`config.mk`:
```
export PLATFORM = sky130hd
export DESIGN_NAME = uisdc_event_ctrl
export DESIGN_NICKNAME = d
export VERILOG_FILES = /design/src/inc/uisdc_pkg.sv /design/src/logic/uisdc_event_ctrl.sv /design/src/logic/uisdc_level_watch.sv
export SDC_FILE = /design/constraint.sdc
export NUM_CORES = 1
export LEC_CHECK = 0
export BUFFER_PORTS_ARGS = -buffer_cell sky130_fd_sc_hd__buf_4
export CAP_MARGIN = 10
export CORE_MARGIN = 2
export CORE_UTILIZATION = 51
export CTS_CLUSTER_SIZE = 10
export DETAILED_ROUTE_END_ITERATION = 8
export PLACE_DENSITY = 0.92
export RECOVER_POWER = 25
export SLEW_MARGIN = 20
export SYNTH_ARGS = -nofsm -noshare
export SYNTH_HDL_FRONTEND = slang
export SYNTH_HIERARCHICAL = 1
export SYNTH_SLANG_ARGS = --single-unit
export TNS_END_PERCENT = 1
```
`constraint.sdc`:
```
create_clock -name clk_sys_in -period 2.8 [get_ports clk_sys_in]
set_input_delay 0.56 -clock clk_sys_in [delete_from_list [all_inputs] [get_ports clk_sys_in]]
set_output_delay 0.56 -clock clk_sys_in [all_outputs]
set_load 0.01 [all_outputs]
```
`src/inc/uisdc_pkg.sv`:
```
// ****************************************************************
// register map and field layout
// ****************************************************************
package uisdc_pkg;

  localparam int unsigned DATA_W = 32;
  localparam int unsigned ADDR_W = 8;
  localparam int unsigned EV_W = 13;

  // register byte offsets
  localparam logic [7:0] OFF_LEVEL_SEL = 8'h34;
  localparam logic [7:0] OFF_EVENT_MASK = 8'h38;
  localparam logic [7:0] OFF_RAW_STATUS = 8'h3c;
  localparam logic [7:0] OFF_MASKED_STATUS = 8'h40;
  localparam logic [7:0] OFF_EVENT_CLEAR = 8'h44;
  localparam logic [7:0] OFF_DMA_CONTROL = 8'h48;

  // event bit positions, shared by raw, masked, mask and clear
  localparam int unsigned BIT_CTS_CHANGE = 1;
  localparam int unsigned BIT_RECEIVE = 4;
  localparam int unsigned BIT_TRANSMIT = 5;
  localparam int unsigned BIT_RX_TIMEOUT = 6;
  localparam int unsigned BIT_FRAMING_ERR = 7;
  localparam int unsigned BIT_PARITY_ERR = 8;
  localparam int unsigned BIT_BREAK_ERR = 9;
  localparam int unsigned BIT_OVERRUN_ERR = 10;
  localparam int unsigned BIT_FLOW_STOP = 11;
  localparam int unsigned BIT_TX_FIFO_EMPTY = 12;

  // implemented event bits and the four receive error bits
  localparam logic [EV_W-1:0] EVENT_VALID_MASK = 13'h1ff2;
  localparam logic [EV_W-1:0] EVENT_ERR_MASK = 13'h0780;
  localparam logic [EV_W-1:0] EVENT_RESET = 13'h0000;

  // dma control fields
  localparam int unsigned DMA_W = 4;
  localparam int unsigned DMA_RX_EN_BIT = 0;
  localparam int unsigned DMA_TX_EN_BIT = 1;
  localparam int unsigned DMA_BLOCK_ERR_BIT = 3;
  localparam logic [DMA_W-1:0] DMA_VALID_MASK = 4'hb;
  localparam logic [DMA_W-1:0] DMA_RESET = 4'h0;

  // fifo level select fields
  localparam int unsigned LVL_W = 6;
  localparam int unsigned LVL_TX_LSB = 0;
  localparam int unsigned LVL_RX_LSB = 3;
  localparam int unsigned LVL_SEL_W = 3;
  localparam logic [LVL_W-1:0] LVL_RESET = 6'h12;

  // level select codes, fraction of fifo depth
  localparam logic [2:0] SEL_1_64 = 3'h0;
  localparam logic [2:0] SEL_1_32 = 3'h1;
  localparam logic [2:0] SEL_1_16 = 3'h2;
  localparam logic [2:0] SEL_1_8 = 3'h3;
  localparam logic [2:0] SEL_1_4 = 3'h4;
  localparam logic [2:0] SEL_1_2 = 3'h5;
  localparam logic [2:0] SEL_3_4 = 3'h6;

  localparam logic [DATA_W-1:0] READ_ZERO = 32'h0000_0000;

endpackage

```
`src/logic/uisdc_event_ctrl.sv`:
```
`timescale 1ns/1ns
// ****************************************************************
// uart event status, clear, mask and dma request control
// ****************************************************************

// What this block does
// - A read-only raw status register at 0x3C shows each pending source: cts 1, rx 4, tx 5, timeout 6.
// - The raw register flags framing 7, parity 8, break 9 and overrun 10 as separate errors.
// - The raw register flags flow stop at 11 and tx fifo empty at 12, both zero after reset.
// - A read-only masked status register at 0x40 shows each source after its mask, same bits.
// - The masked register carries flow stop at bit 11 and tx fifo empty at bit 12.
// - A write-only clear register clears each source written with one and leaves zeros alone.
// - The clear register uses the same bit positions as the status registers.
// - A dma control register at 0x48, zero at reset, lets bit 0 enable receive dma requests.
// - Bit 1 of dma control enables transmit dma requests.
// - Bit 3 of dma control blocks receive dma requests while an error interrupt is asserted.
// - A mask register at 0x38 holds one read-back enable bit per source.
// - Transmit and receive events fire on 3-bit fifo fraction thresholds from 1/64 to 3/4.
module uisdc_event_ctrl
  import uisdc_pkg::*;
#(
  parameter int unsigned FIFO_DEPTH = 64,
  parameter int unsigned CNT_W = $clog2(FIFO_DEPTH + 1)
) (
  input wire logic clk_sys_in,
  input wire logic reset_in,
  input wire logic ce_in,
  // apb slave
  input wire logic psel_in,
  input wire logic penable_in,
  input wire logic pwrite_in,
  input wire logic [ADDR_W-1:0] paddr_in,
  input wire logic [DATA_W-1:0] pwdata_in,
  output logic [DATA_W-1:0] prdata_out,
  output logic pready_out,
  output logic pslverr_out,
  // event sources as one-cycle pulses, then fifo fill counts, from same-clock uart logic
  input wire logic cts_change_in,
  input wire logic rx_timeout_in,
  input wire logic framing_err_in,
  input wire logic parity_err_in,
  input wire logic break_err_in,
  input wire logic overrun_err_in,
  input wire logic flow_stop_in,
  input wire logic tx_fifo_empty_in,
  input wire logic [CNT_W-1:0] tx_count_in,
  input wire logic [CNT_W-1:0] rx_count_in,
  // dma side
  input wire logic rx_dma_need_in,
  input wire logic tx_dma_need_in,
  output logic rx_dma_req_out,
  output logic tx_dma_req_out,
  output logic irq_out
);

  // ****************************************************************
  // state
  // ****************************************************************
  logic [EV_W-1:0] raw_event_status_reg;
  logic [EV_W-1:0] raw_event_status_next;
  logic [EV_W-1:0] event_enable_mask_reg;
  logic [EV_W-1:0] event_enable_mask_next;
  logic [DMA_W-1:0] dma_request_control_reg;
  logic [DMA_W-1:0] dma_request_control_next;
  logic [LVL_W-1:0] level_select_reg;
  logic [LVL_W-1:0] level_select_next;
  logic [DATA_W-1:0] prdata_reg;
  logic [DATA_W-1:0] prdata_next;
  logic pslverr_reg;
  logic pslverr_next;
  logic read_raw_reg;
  logic irq_reg;
  logic rx_dma_req_reg;
  logic tx_dma_req_reg;

  logic transmit_raw;
  logic receive_raw;
  logic [EV_W-1:0] event_set;
  logic [EV_W-1:0] event_clr;
  logic [EV_W-1:0] masked_event_status;
  logic [EV_W-1:0] masked_next;
  logic err_irq_active;

  // ****************************************************************
  // apb decode
  // ****************************************************************
  logic setup_phase;
  logic access_phase;
  logic wr_take;
  logic rd_take;
  logic addr_known;
  logic hit_level;
  logic hit_mask;
  logic hit_raw;
  logic hit_masked;
  logic hit_clear;
  logic hit_dma;

  // zero wait states: answer in the first access cycle while ce is high
  assign setup_phase = psel_in & ~penable_in & ce_in;
  assign access_phase = psel_in & penable_in & ce_in;
  assign wr_take = access_phase & pwrite_in;
  assign rd_take = access_phase & ~pwrite_in;
  assign hit_level = paddr_in == OFF_LEVEL_SEL;
  assign hit_mask = paddr_in == OFF_EVENT_MASK;
  assign hit_raw = paddr_in == OFF_RAW_STATUS;
  assign hit_masked = paddr_in == OFF_MASKED_STATUS;
  assign hit_clear = paddr_in == OFF_EVENT_CLEAR;
  assign hit_dma = paddr_in == OFF_DMA_CONTROL;
  assign addr_known = hit_level | hit_mask | hit_raw | hit_masked | hit_clear | hit_dma;

  // ****************************************************************
  // fifo thresholds
  // ****************************************************************
  uisdc_level_watch #(
    .DEPTH(FIFO_DEPTH),
    .CNT_W(CNT_W)
  ) u_level_watch (
    .clk_sys_in(clk_sys_in),
    .reset_in(reset_in),
    .ce_in(ce_in),
    .tx_count_in(tx_count_in),
    .rx_count_in(rx_count_in),
    .tx_sel_in(level_select_reg[LVL_TX_LSB +: LVL_SEL_W]),
    .rx_sel_in(level_select_reg[LVL_RX_LSB +: LVL_SEL_W]),
    .tx_cross_out(transmit_raw),
    .rx_cross_out(receive_raw)
  );

  // ****************************************************************
  // event capture
  // ****************************************************************
  // gather the sources into their status positions
  always_comb begin
    event_set = EVENT_RESET;
    event_set[BIT_CTS_CHANGE] = cts_change_in;
    event_set[BIT_RECEIVE] = receive_raw;
    event_set[BIT_TRANSMIT] = transmit_raw;
    event_set[BIT_RX_TIMEOUT] = rx_timeout_in;
    event_set[BIT_FRAMING_ERR] = framing_err_in;
    event_set[BIT_PARITY_ERR] = parity_err_in;
    event_set[BIT_BREAK_ERR] = break_err_in;
    event_set[BIT_OVERRUN_ERR] = overrun_err_in;
    event_set[BIT_FLOW_STOP] = flow_stop_in;
    event_set[BIT_TX_FIFO_EMPTY] = tx_fifo_empty_in;
  end

  // a read of raw status clears only the bits it returned, so an event
  // that lands between setup and access is kept for the next read
  assign event_clr = (wr_take & hit_clear) ? pwdata_in[EV_W-1:0]
                   : (rd_take & read_raw_reg) ? prdata_reg[EV_W-1:0]
                   : EVENT_RESET;

  // sticky bits; a set in the clearing cycle wins over the clear
  for (genvar i = 0; i < EV_W; i++) begin : g_sticky
    if (EVENT_VALID_MASK[i]) begin : g_used
      assign raw_event_status_next[i] = event_set[i] |
                                        (raw_event_status_reg[i] & ~event_clr[i]);
    end else begin : g_reserved
      assign raw_event_status_next[i] = 1'b0;
    end
  end

  // ****************************************************************
  // register writes
  // ****************************************************************
  assign event_enable_mask_next = (wr_take & hit_mask)
                                ? (pwdata_in[EV_W-1:0] & EVENT_VALID_MASK)
                                : event_enable_mask_reg;
  assign dma_request_control_next = (wr_take & hit_dma)
                                  ? (pwdata_in[DMA_W-1:0] & DMA_VALID_MASK)
                                  : dma_request_control_reg;
  assign level_select_next = (wr_take & hit_level) ? pwdata_in[LVL_W-1:0]
                           : level_select_reg;

  // masked view and the error term that can hold back receive dma
  assign masked_event_status = raw_event_status_reg & event_enable_mask_reg;
  assign masked_next = raw_event_status_next & event_enable_mask_next;
  assign err_irq_active = |(masked_event_status & EVENT_ERR_MASK);

  // ****************************************************************
  // read data, latched in the setup cycle
  // ****************************************************************
  // the clear register is write only and reads as zero
  assign prdata_next = hit_level ? {{(DATA_W - LVL_W){1'b0}}, level_select_reg}
                     : hit_mask ? {{(DATA_W - EV_W){1'b0}}, event_enable_mask_reg}
                     : hit_raw ? {{(DATA_W - EV_W){1'b0}}, raw_event_status_reg}
                     : hit_masked ? {{(DATA_W - EV_W){1'b0}}, masked_event_status}
                     : hit_dma ? {{(DATA_W - DMA_W){1'b0}}, dma_request_control_reg}
                     : READ_ZERO;
  assign pslverr_next = ~addr_known;

  // bus answer registers
  always_ff @(posedge clk_sys_in) begin
    if (reset_in) begin
      prdata_reg <= READ_ZERO;
      pslverr_reg <= 1'b0;
      read_raw_reg <= 1'b0;
    end else if (setup_phase) begin
      prdata_reg <= pwrite_in ? READ_ZERO : prdata_next;
      pslverr_reg <= pslverr_next;
      read_raw_reg <= ~pwrite_in & hit_raw;
    end
  end

  // ****************************************************************
  // control and status registers
  // ****************************************************************
  always_ff @(posedge clk_sys_in) begin
    if (reset_in) begin
      raw_event_status_reg <= EVENT_RESET;
      event_enable_mask_reg <= EVENT_RESET;
      dma_request_control_reg <= DMA_RESET;
      level_select_reg <= LVL_RESET;
    end else if (ce_in) begin
      raw_event_status_reg <= raw_event_status_next;
      event_enable_mask_reg <= event_enable_mask_next;
      dma_request_control_reg <= dma_request_control_next;
      level_select_reg <= level_select_next;
    end
  end

  // ****************************************************************
  // interrupt and dma requests
  // ****************************************************************
  // registered from next values so irq tracks the status with no lag
  always_ff @(posedge clk_sys_in) begin
    if (reset_in) begin
      irq_reg <= 1'b0;
      rx_dma_req_reg <= 1'b0;
      tx_dma_req_reg <= 1'b0;
    end else if (ce_in) begin
      irq_reg <= |masked_next;
      rx_dma_req_reg <= dma_request_control_reg[DMA_RX_EN_BIT] & rx_dma_need_in &
                        ~(dma_request_control_reg[DMA_BLOCK_ERR_BIT] & err_irq_active);
      tx_dma_req_reg <= dma_request_control_reg[DMA_TX_EN_BIT] & tx_dma_need_in;
    end
  end

  assign prdata_out = prdata_reg;
  assign pslverr_out = pslverr_reg & access_phase;
  assign pready_out = access_phase;
  assign irq_out = irq_reg;
  assign rx_dma_req_out = rx_dma_req_reg;
  assign tx_dma_req_out = tx_dma_req_reg;

  // ****************************************************************
  // checks
  // ****************************************************************
  a_cts_event_set: assert property (
    @(posedge clk_sys_in) disable iff (reset_in)
    (ce_in && cts_change_in) |=> raw_event_status_reg[BIT_CTS_CHANGE])
    else $error("cts change did not set its status bit");

  a_error_flag_set: assert property (
    @(posedge clk_sys_in) disable iff (reset_in)
    (ce_in && overrun_err_in && !framing_err_in) |=>
      raw_event_status_reg[BIT_OVERRUN_ERR] && !$rose(raw_event_status_reg[BIT_FRAMING_ERR]))
    else $error("overrun error not kept apart from framing");

  a_flow_stop_set: assert property (
    @(posedge clk_sys_in) disable iff (reset_in)
    (ce_in && flow_stop_in) |=> raw_event_status_reg[BIT_FLOW_STOP])
    else $error("flow stop did not set its status bit");

  a_masked_read: assert property (
    @(posedge clk_sys_in) disable iff (reset_in)
    (setup_phase && !pwrite_in && hit_masked) |=>
      prdata_reg == {{(DATA_W - EV_W){1'b0}},
                     $past(raw_event_status_reg & event_enable_mask_reg)})
    else $error("masked status read returned wrong value");

  a_irq_from_masked: assert property (
    @(posedge clk_sys_in) disable iff (reset_in)
    irq_reg == |(raw_event_status_reg & event_enable_mask_reg))
    else $error("interrupt output disagrees with masked status");

  a_masked_empty_bit: assert property (
    @(posedge clk_sys_in) disable iff (reset_in)
    (raw_event_status_reg[BIT_TX_FIFO_EMPTY] && event_enable_mask_reg[BIT_TX_FIFO_EMPTY])
      |-> masked_event_status[BIT_TX_FIFO_EMPTY] && irq_reg)
    else $error("masked tx fifo empty not raised");

  a_clear_drops_bit: assert property (
    @(posedge clk_sys_in) disable iff (reset_in)
    (wr_take && hit_clear && pwdata_in[BIT_CTS_CHANGE] && !cts_change_in)
      |=> !raw_event_status_reg[BIT_CTS_CHANGE])
    else $error("write one did not clear cts status");

  a_clear_keeps_bit: assert property (
    @(posedge clk_sys_in) disable iff (reset_in)
    (wr_take && hit_clear && !pwdata_in[BIT_RECEIVE] && raw_event_status_reg[BIT_RECEIVE])
      |=> raw_event_status_reg[BIT_RECEIVE])
    else $error("write zero disturbed receive status");

  a_rx_dma_gate: assert property (
    @(posedge clk_sys_in) disable iff (reset_in)
    ce_in |=> rx_dma_req_reg == ($past(dma_request_control_reg[DMA_RX_EN_BIT]) &&
      $past(rx_dma_need_in) && !($past(dma_request_control_reg[DMA_BLOCK_ERR_BIT]) &&
      $past(err_irq_active))))
    else $error("receive dma request gating wrong");

  a_rx_dma_off: assert property (
    @(posedge clk_sys_in) disable iff (reset_in)
    (ce_in && !dma_request_control_reg[DMA_RX_EN_BIT]) |=> !rx_dma_req_reg)
    else $error("receive dma request while disabled");

  a_tx_dma_gate: assert property (
    @(posedge clk_sys_in) disable iff (reset_in)
    ce_in |=> tx_dma_req_reg == ($past(dma_request_control_reg[DMA_TX_EN_BIT]) &&
      $past(tx_dma_need_in)))
    else $error("transmit dma request gating wrong");

  a_mask_write: assert property (
    @(posedge clk_sys_in) disable iff (reset_in)
    (wr_take && hit_mask) |=> event_enable_mask_reg == ($past(pwdata_in[EV_W-1:0]) &
      EVENT_VALID_MASK))
    else $error("mask register did not take written value");

  a_reserved_zero: assert property (
    @(posedge clk_sys_in) disable iff (reset_in)
    ((raw_event_status_reg & ~EVENT_VALID_MASK) == EVENT_RESET) &&
    ((dma_request_control_reg & ~DMA_VALID_MASK) == DMA_RESET))
    else $error("reserved bit became set");

endmodule

```
`src/logic/uisdc_level_watch.sv`:
```
`timescale 1ns/1ns
// ****************************************************************
// fifo level threshold watcher
// ****************************************************************
module uisdc_level_watch
  import uisdc_pkg::*;
#(
  parameter int unsigned DEPTH = 64,
  parameter int unsigned CNT_W = $clog2(DEPTH + 1)
) (
  input wire logic clk_sys_in,
  input wire logic reset_in,
  input wire logic ce_in,
  input wire logic [CNT_W-1:0] tx_count_in,
  input wire logic [CNT_W-1:0] rx_count_in,
  input wire logic [LVL_SEL_W-1:0] tx_sel_in,
  input wire logic [LVL_SEL_W-1:0] rx_sel_in,
  output logic tx_cross_out,
  output logic rx_cross_out
);

  // the smallest fraction is 1/64, so shallower fifos cannot serve it;
  // the count must also reach a completely full fifo
  if (DEPTH < 64 || CNT_W < $clog2(DEPTH + 1)) begin : g_depth_check
    $error("uisdc_level_watch: DEPTH below 64 or CNT_W too narrow");
  end

  // entries that a select code stands for; unused code 7 never fires
  function automatic logic [CNT_W:0] frac_of(input logic [LVL_SEL_W-1:0] sel);
    logic [CNT_W:0] d;
    d = (CNT_W + 1)'(DEPTH);
    case (sel)
      SEL_1_64: frac_of = d >> 6;
      SEL_1_32: frac_of = d >> 5;
      SEL_1_16: frac_of = d >> 4;
      SEL_1_8: frac_of = d >> 3;
      SEL_1_4: frac_of = d >> 2;
      SEL_1_2: frac_of = d >> 1;
      SEL_3_4: frac_of = d - (d >> 2);
      default: frac_of = d + 1'b1;
    endcase
  endfunction

  logic [CNT_W:0] tx_free;
  logic tx_level;
  logic rx_level;
  logic tx_level_reg;
  logic rx_level_reg;
  logic tx_cross_reg;
  logic rx_cross_reg;

  // transmit counts emptiness, receive counts fullness
  assign tx_free = (CNT_W + 1)'(DEPTH) - {1'b0, tx_count_in};
  assign tx_level = tx_free >= frac_of(tx_sel_in);
  assign rx_level = {1'b0, rx_count_in} >= frac_of(rx_sel_in);

  // one pulse on each crossing, so a level that stays does not refire
  always_ff @(posedge clk_sys_in) begin
    if (reset_in) begin
      tx_level_reg <= 1'b0;
      rx_level_reg <= 1'b0;
      tx_cross_reg <= 1'b0;
      rx_cross_reg <= 1'b0;
    end else if (ce_in) begin
      tx_level_reg <= tx_level;
      rx_level_reg <= rx_level;
      tx_cross_reg <= tx_level & ~tx_level_reg;
      rx_cross_reg <= rx_level & ~rx_level_reg;
    end
  end

  assign tx_cross_out = tx_cross_reg;
  assign rx_cross_out = rx_cross_reg;

  a_rx_level_cross: assert property (
    @(posedge clk_sys_in) disable iff (reset_in)
    (ce_in && rx_level && !rx_level_reg) |=> rx_cross_reg)
    else $error("receive threshold crossing not flagged");

endmodule

```
==> metrics <==
peak supply drop 0.268 mV; DR iter-0 viols 319; die width 81.9 um; clock-pin transition on the worst setup and hold timing paths 0.09 ns; chip height 81.9 um; WL per Instance 16.1 um; Seq/Total Area, Yosys 33.0%; total number of vias 3065; vias per cell 6.01; clk sinks 51; Worst Path Required 3.04 ns; worst skew pair latency 0.31 ns; all-layer global routing usage 24.6%; setup bufs post-CTS 0; drt first pass iters 5; Power Dens Cells 384 nW/um2; Post-Layout Cell Count 510; Starting Density 52.6%; FILL cells 498; commonest cells after routing, fill and taps aside 61 x buf_4, 51 x dfxtp_1, 47 x nand2_1; WHS Path Cells 2; Final min period 2.25 ns; R2R depth 7; Mapped Area 3100 um2; Post-synth top flop dfxtp_1; die footprint 6710 um2; H-tree lvl count 2; WL final 8220 um; peak fanout along the critical path 7; core region area 5890 um2; RePlAce Congestion 0.842; Critical Path Sink Type flip-flop; Max clock buf depth 2; TNS Setup 0 ns; CP arrival 2.49 ns; Max-slew headroom 61.2%; post-layout util 61.8%; Leak Pwr 1.49 nW; final hold violation count 0; Post-Route Skew 0.00706 ns; pre-CTS WS 0.279 ns; post-cts resize count 0; drc violations 0; Avg Inst Size Synth 8.37 um2; vias in the first global route 2823; Detailed Place HPWL 6120 um; RSZ-0062 raised after global routing false; Clock Root Buffer clkbuf_8; ANT nets after route 0; initial antenna violation count 0; Nets 519; final slew viol count 0; hold_ws 0.479 ns; Synth-to-Final Area Change 17.5%; MaxCap Viol Count 0; max reg flops 13; first-pass GRT wire length 12800 um; CTS tree built; Crit Path Category primary input to flip-flop; Diodes inserted 0; # rows 28; synth unique cells 60; status finished, final reports clean; maximum clock rate 445 MHz; dpl cells 502; final setup vio count 0; layout cells sized above 1 20.2%; Setup WS post-layout 0.552 ns; HP Class flip-flop to flip-flop; final period utilization 80.3%; worst-margin pin slew 0.583 ns; IO Port Bufs 68; number of synthesized flops with an enable pin 0; FF+latch count, synth 51; Yosys warnings 6; critical path startpoint category primary input; GR Overflow Total 0; Mapped Cells 370; Async SR Flop Fraction 0%; pin count of the biggest net entering global routing 52; Hold-fix buffers, CTS 0; CTS buffer count 5; most common cell after layout, fill and taps aside buf_4; I/O pin cnt 107
## metrics by stage
step | total power, mW | cell area [um2]
2_1_floorplan | 0.904 | 3160
3_3_place_gp | 0.979 | 3610
3_5_place_dp | 0.989 | 3610
4_1_cts | 1.40 | 3690
5_1_grt | 1.46 | 3640
6_report | 1.40 | 3640
## final cells by class
type,instances,area (um2),area share (%)
clock buffer,6,72.6,1.99
clock inverter,2,12.5,0.344
inverter,12,45.0,1.24
multi-input combinational,288,1880,51.7
sequential,51,1020,28.1
tap,75,93.8,2.58
timing repair buffer,76,514,14.1
## path summary, 6_finish.rpt
check | slack [ns] | startpoint | end
setup / recovery | 0.55 | paddr_in[5] | prdata_out[6]
hold / removal | 0.48 | tx_dma_req_out | tx_dma_req_out
setup reg to reg | 0.73 | level_select_reg[4] | u_level_watch/rx_level_reg
hold reg to reg | 0.48 | tx_dma_req_out | tx_dma_req_out
## synth_stat cells (all sizes together) (2+ instances only)
cell type / instances / area share (%)
a211oi: 12 / 2.9
a21o: 2 / 0.48
a21oi: 28 / 4.5
a221o: 2 / 0.65
a221oi: 3 / 1.1
a22o: 3 / 0.85
a22oi: 5 / 1.2
a311oi: 2 / 0.57
a31oi: 5 / 1.0
a41oi: 2 / 0.57
and2: 3 / 0.65
and3: 6 / 1.2
and4: 2 / 0.57
buf: 26 / 5.7
clkbuf: 11 / 1.3
dfxtp: 51 / 33
ha: 15 / 6.1
inv: 12 / 1.5
mux2i: 10 / 3.2
nand2: 47 / 5.7
nand2b: 2 / 0.40
nand3: 13 / 2.1
nand3b: 6 / 1.6
nand4: 7 / 1.4
nor2: 35 / 4.3
nor3: 7 / 1.3
nor4b: 4 / 2.3
o21a: 3 / 0.77
o21ai: 5 / 0.81
o221a: 2 / 0.73
o221ai: 8 / 2.3
o22a: 2 / 0.57
o32ai: 2 / 0.57
or3: 2 / 0.40
or3b: 7 / 2.0
xnor2: 3 / 0.85
xor2: 3 / 0.85
## worst max-delay path: stages
cell,delay (ns)
buf_4,0.11
nor4b_2,0.31
or3b_1,0.42
a2111oi_4,0.63
o221ai_1,0.25
a21oi_1,0.20
## cells by family after synthesis
family / after synthesis / synth area share, %
other cells: 1 / 0.121
xor+xnor: 6 / 1.70
simple gates: 145 / 25.2
compound gates: 93 / 22.2
mux: 10 / 3.23
flops: 51 / 33.0
fa+ha+maj: 15 / 6.06
buf+inv: 49 / 8.53
## layer usage
metal / routed length, um / vias to the layer above / global-route usage (%)
met2: 3950 / 177 / 40.6
li1: - / 1449 / -
met1: 3370 / 1417 / 31.2
met5: 0 / - / 0
met4: 198 / 0 / 9.33
met3: 706 / 22 / 5.71
## where the power goes
group / internal, mW / total [mW] / switching (mW)
Clock: 0.175 / 0.421 / 0.246
Sequential: 0.743 / 0.758 / 0.0150
Combinational: 0.0986 / 0.218 / 0.119
Total: 1.02 / 1.40 / 0.380
Power figures use the tool's default switching activity.
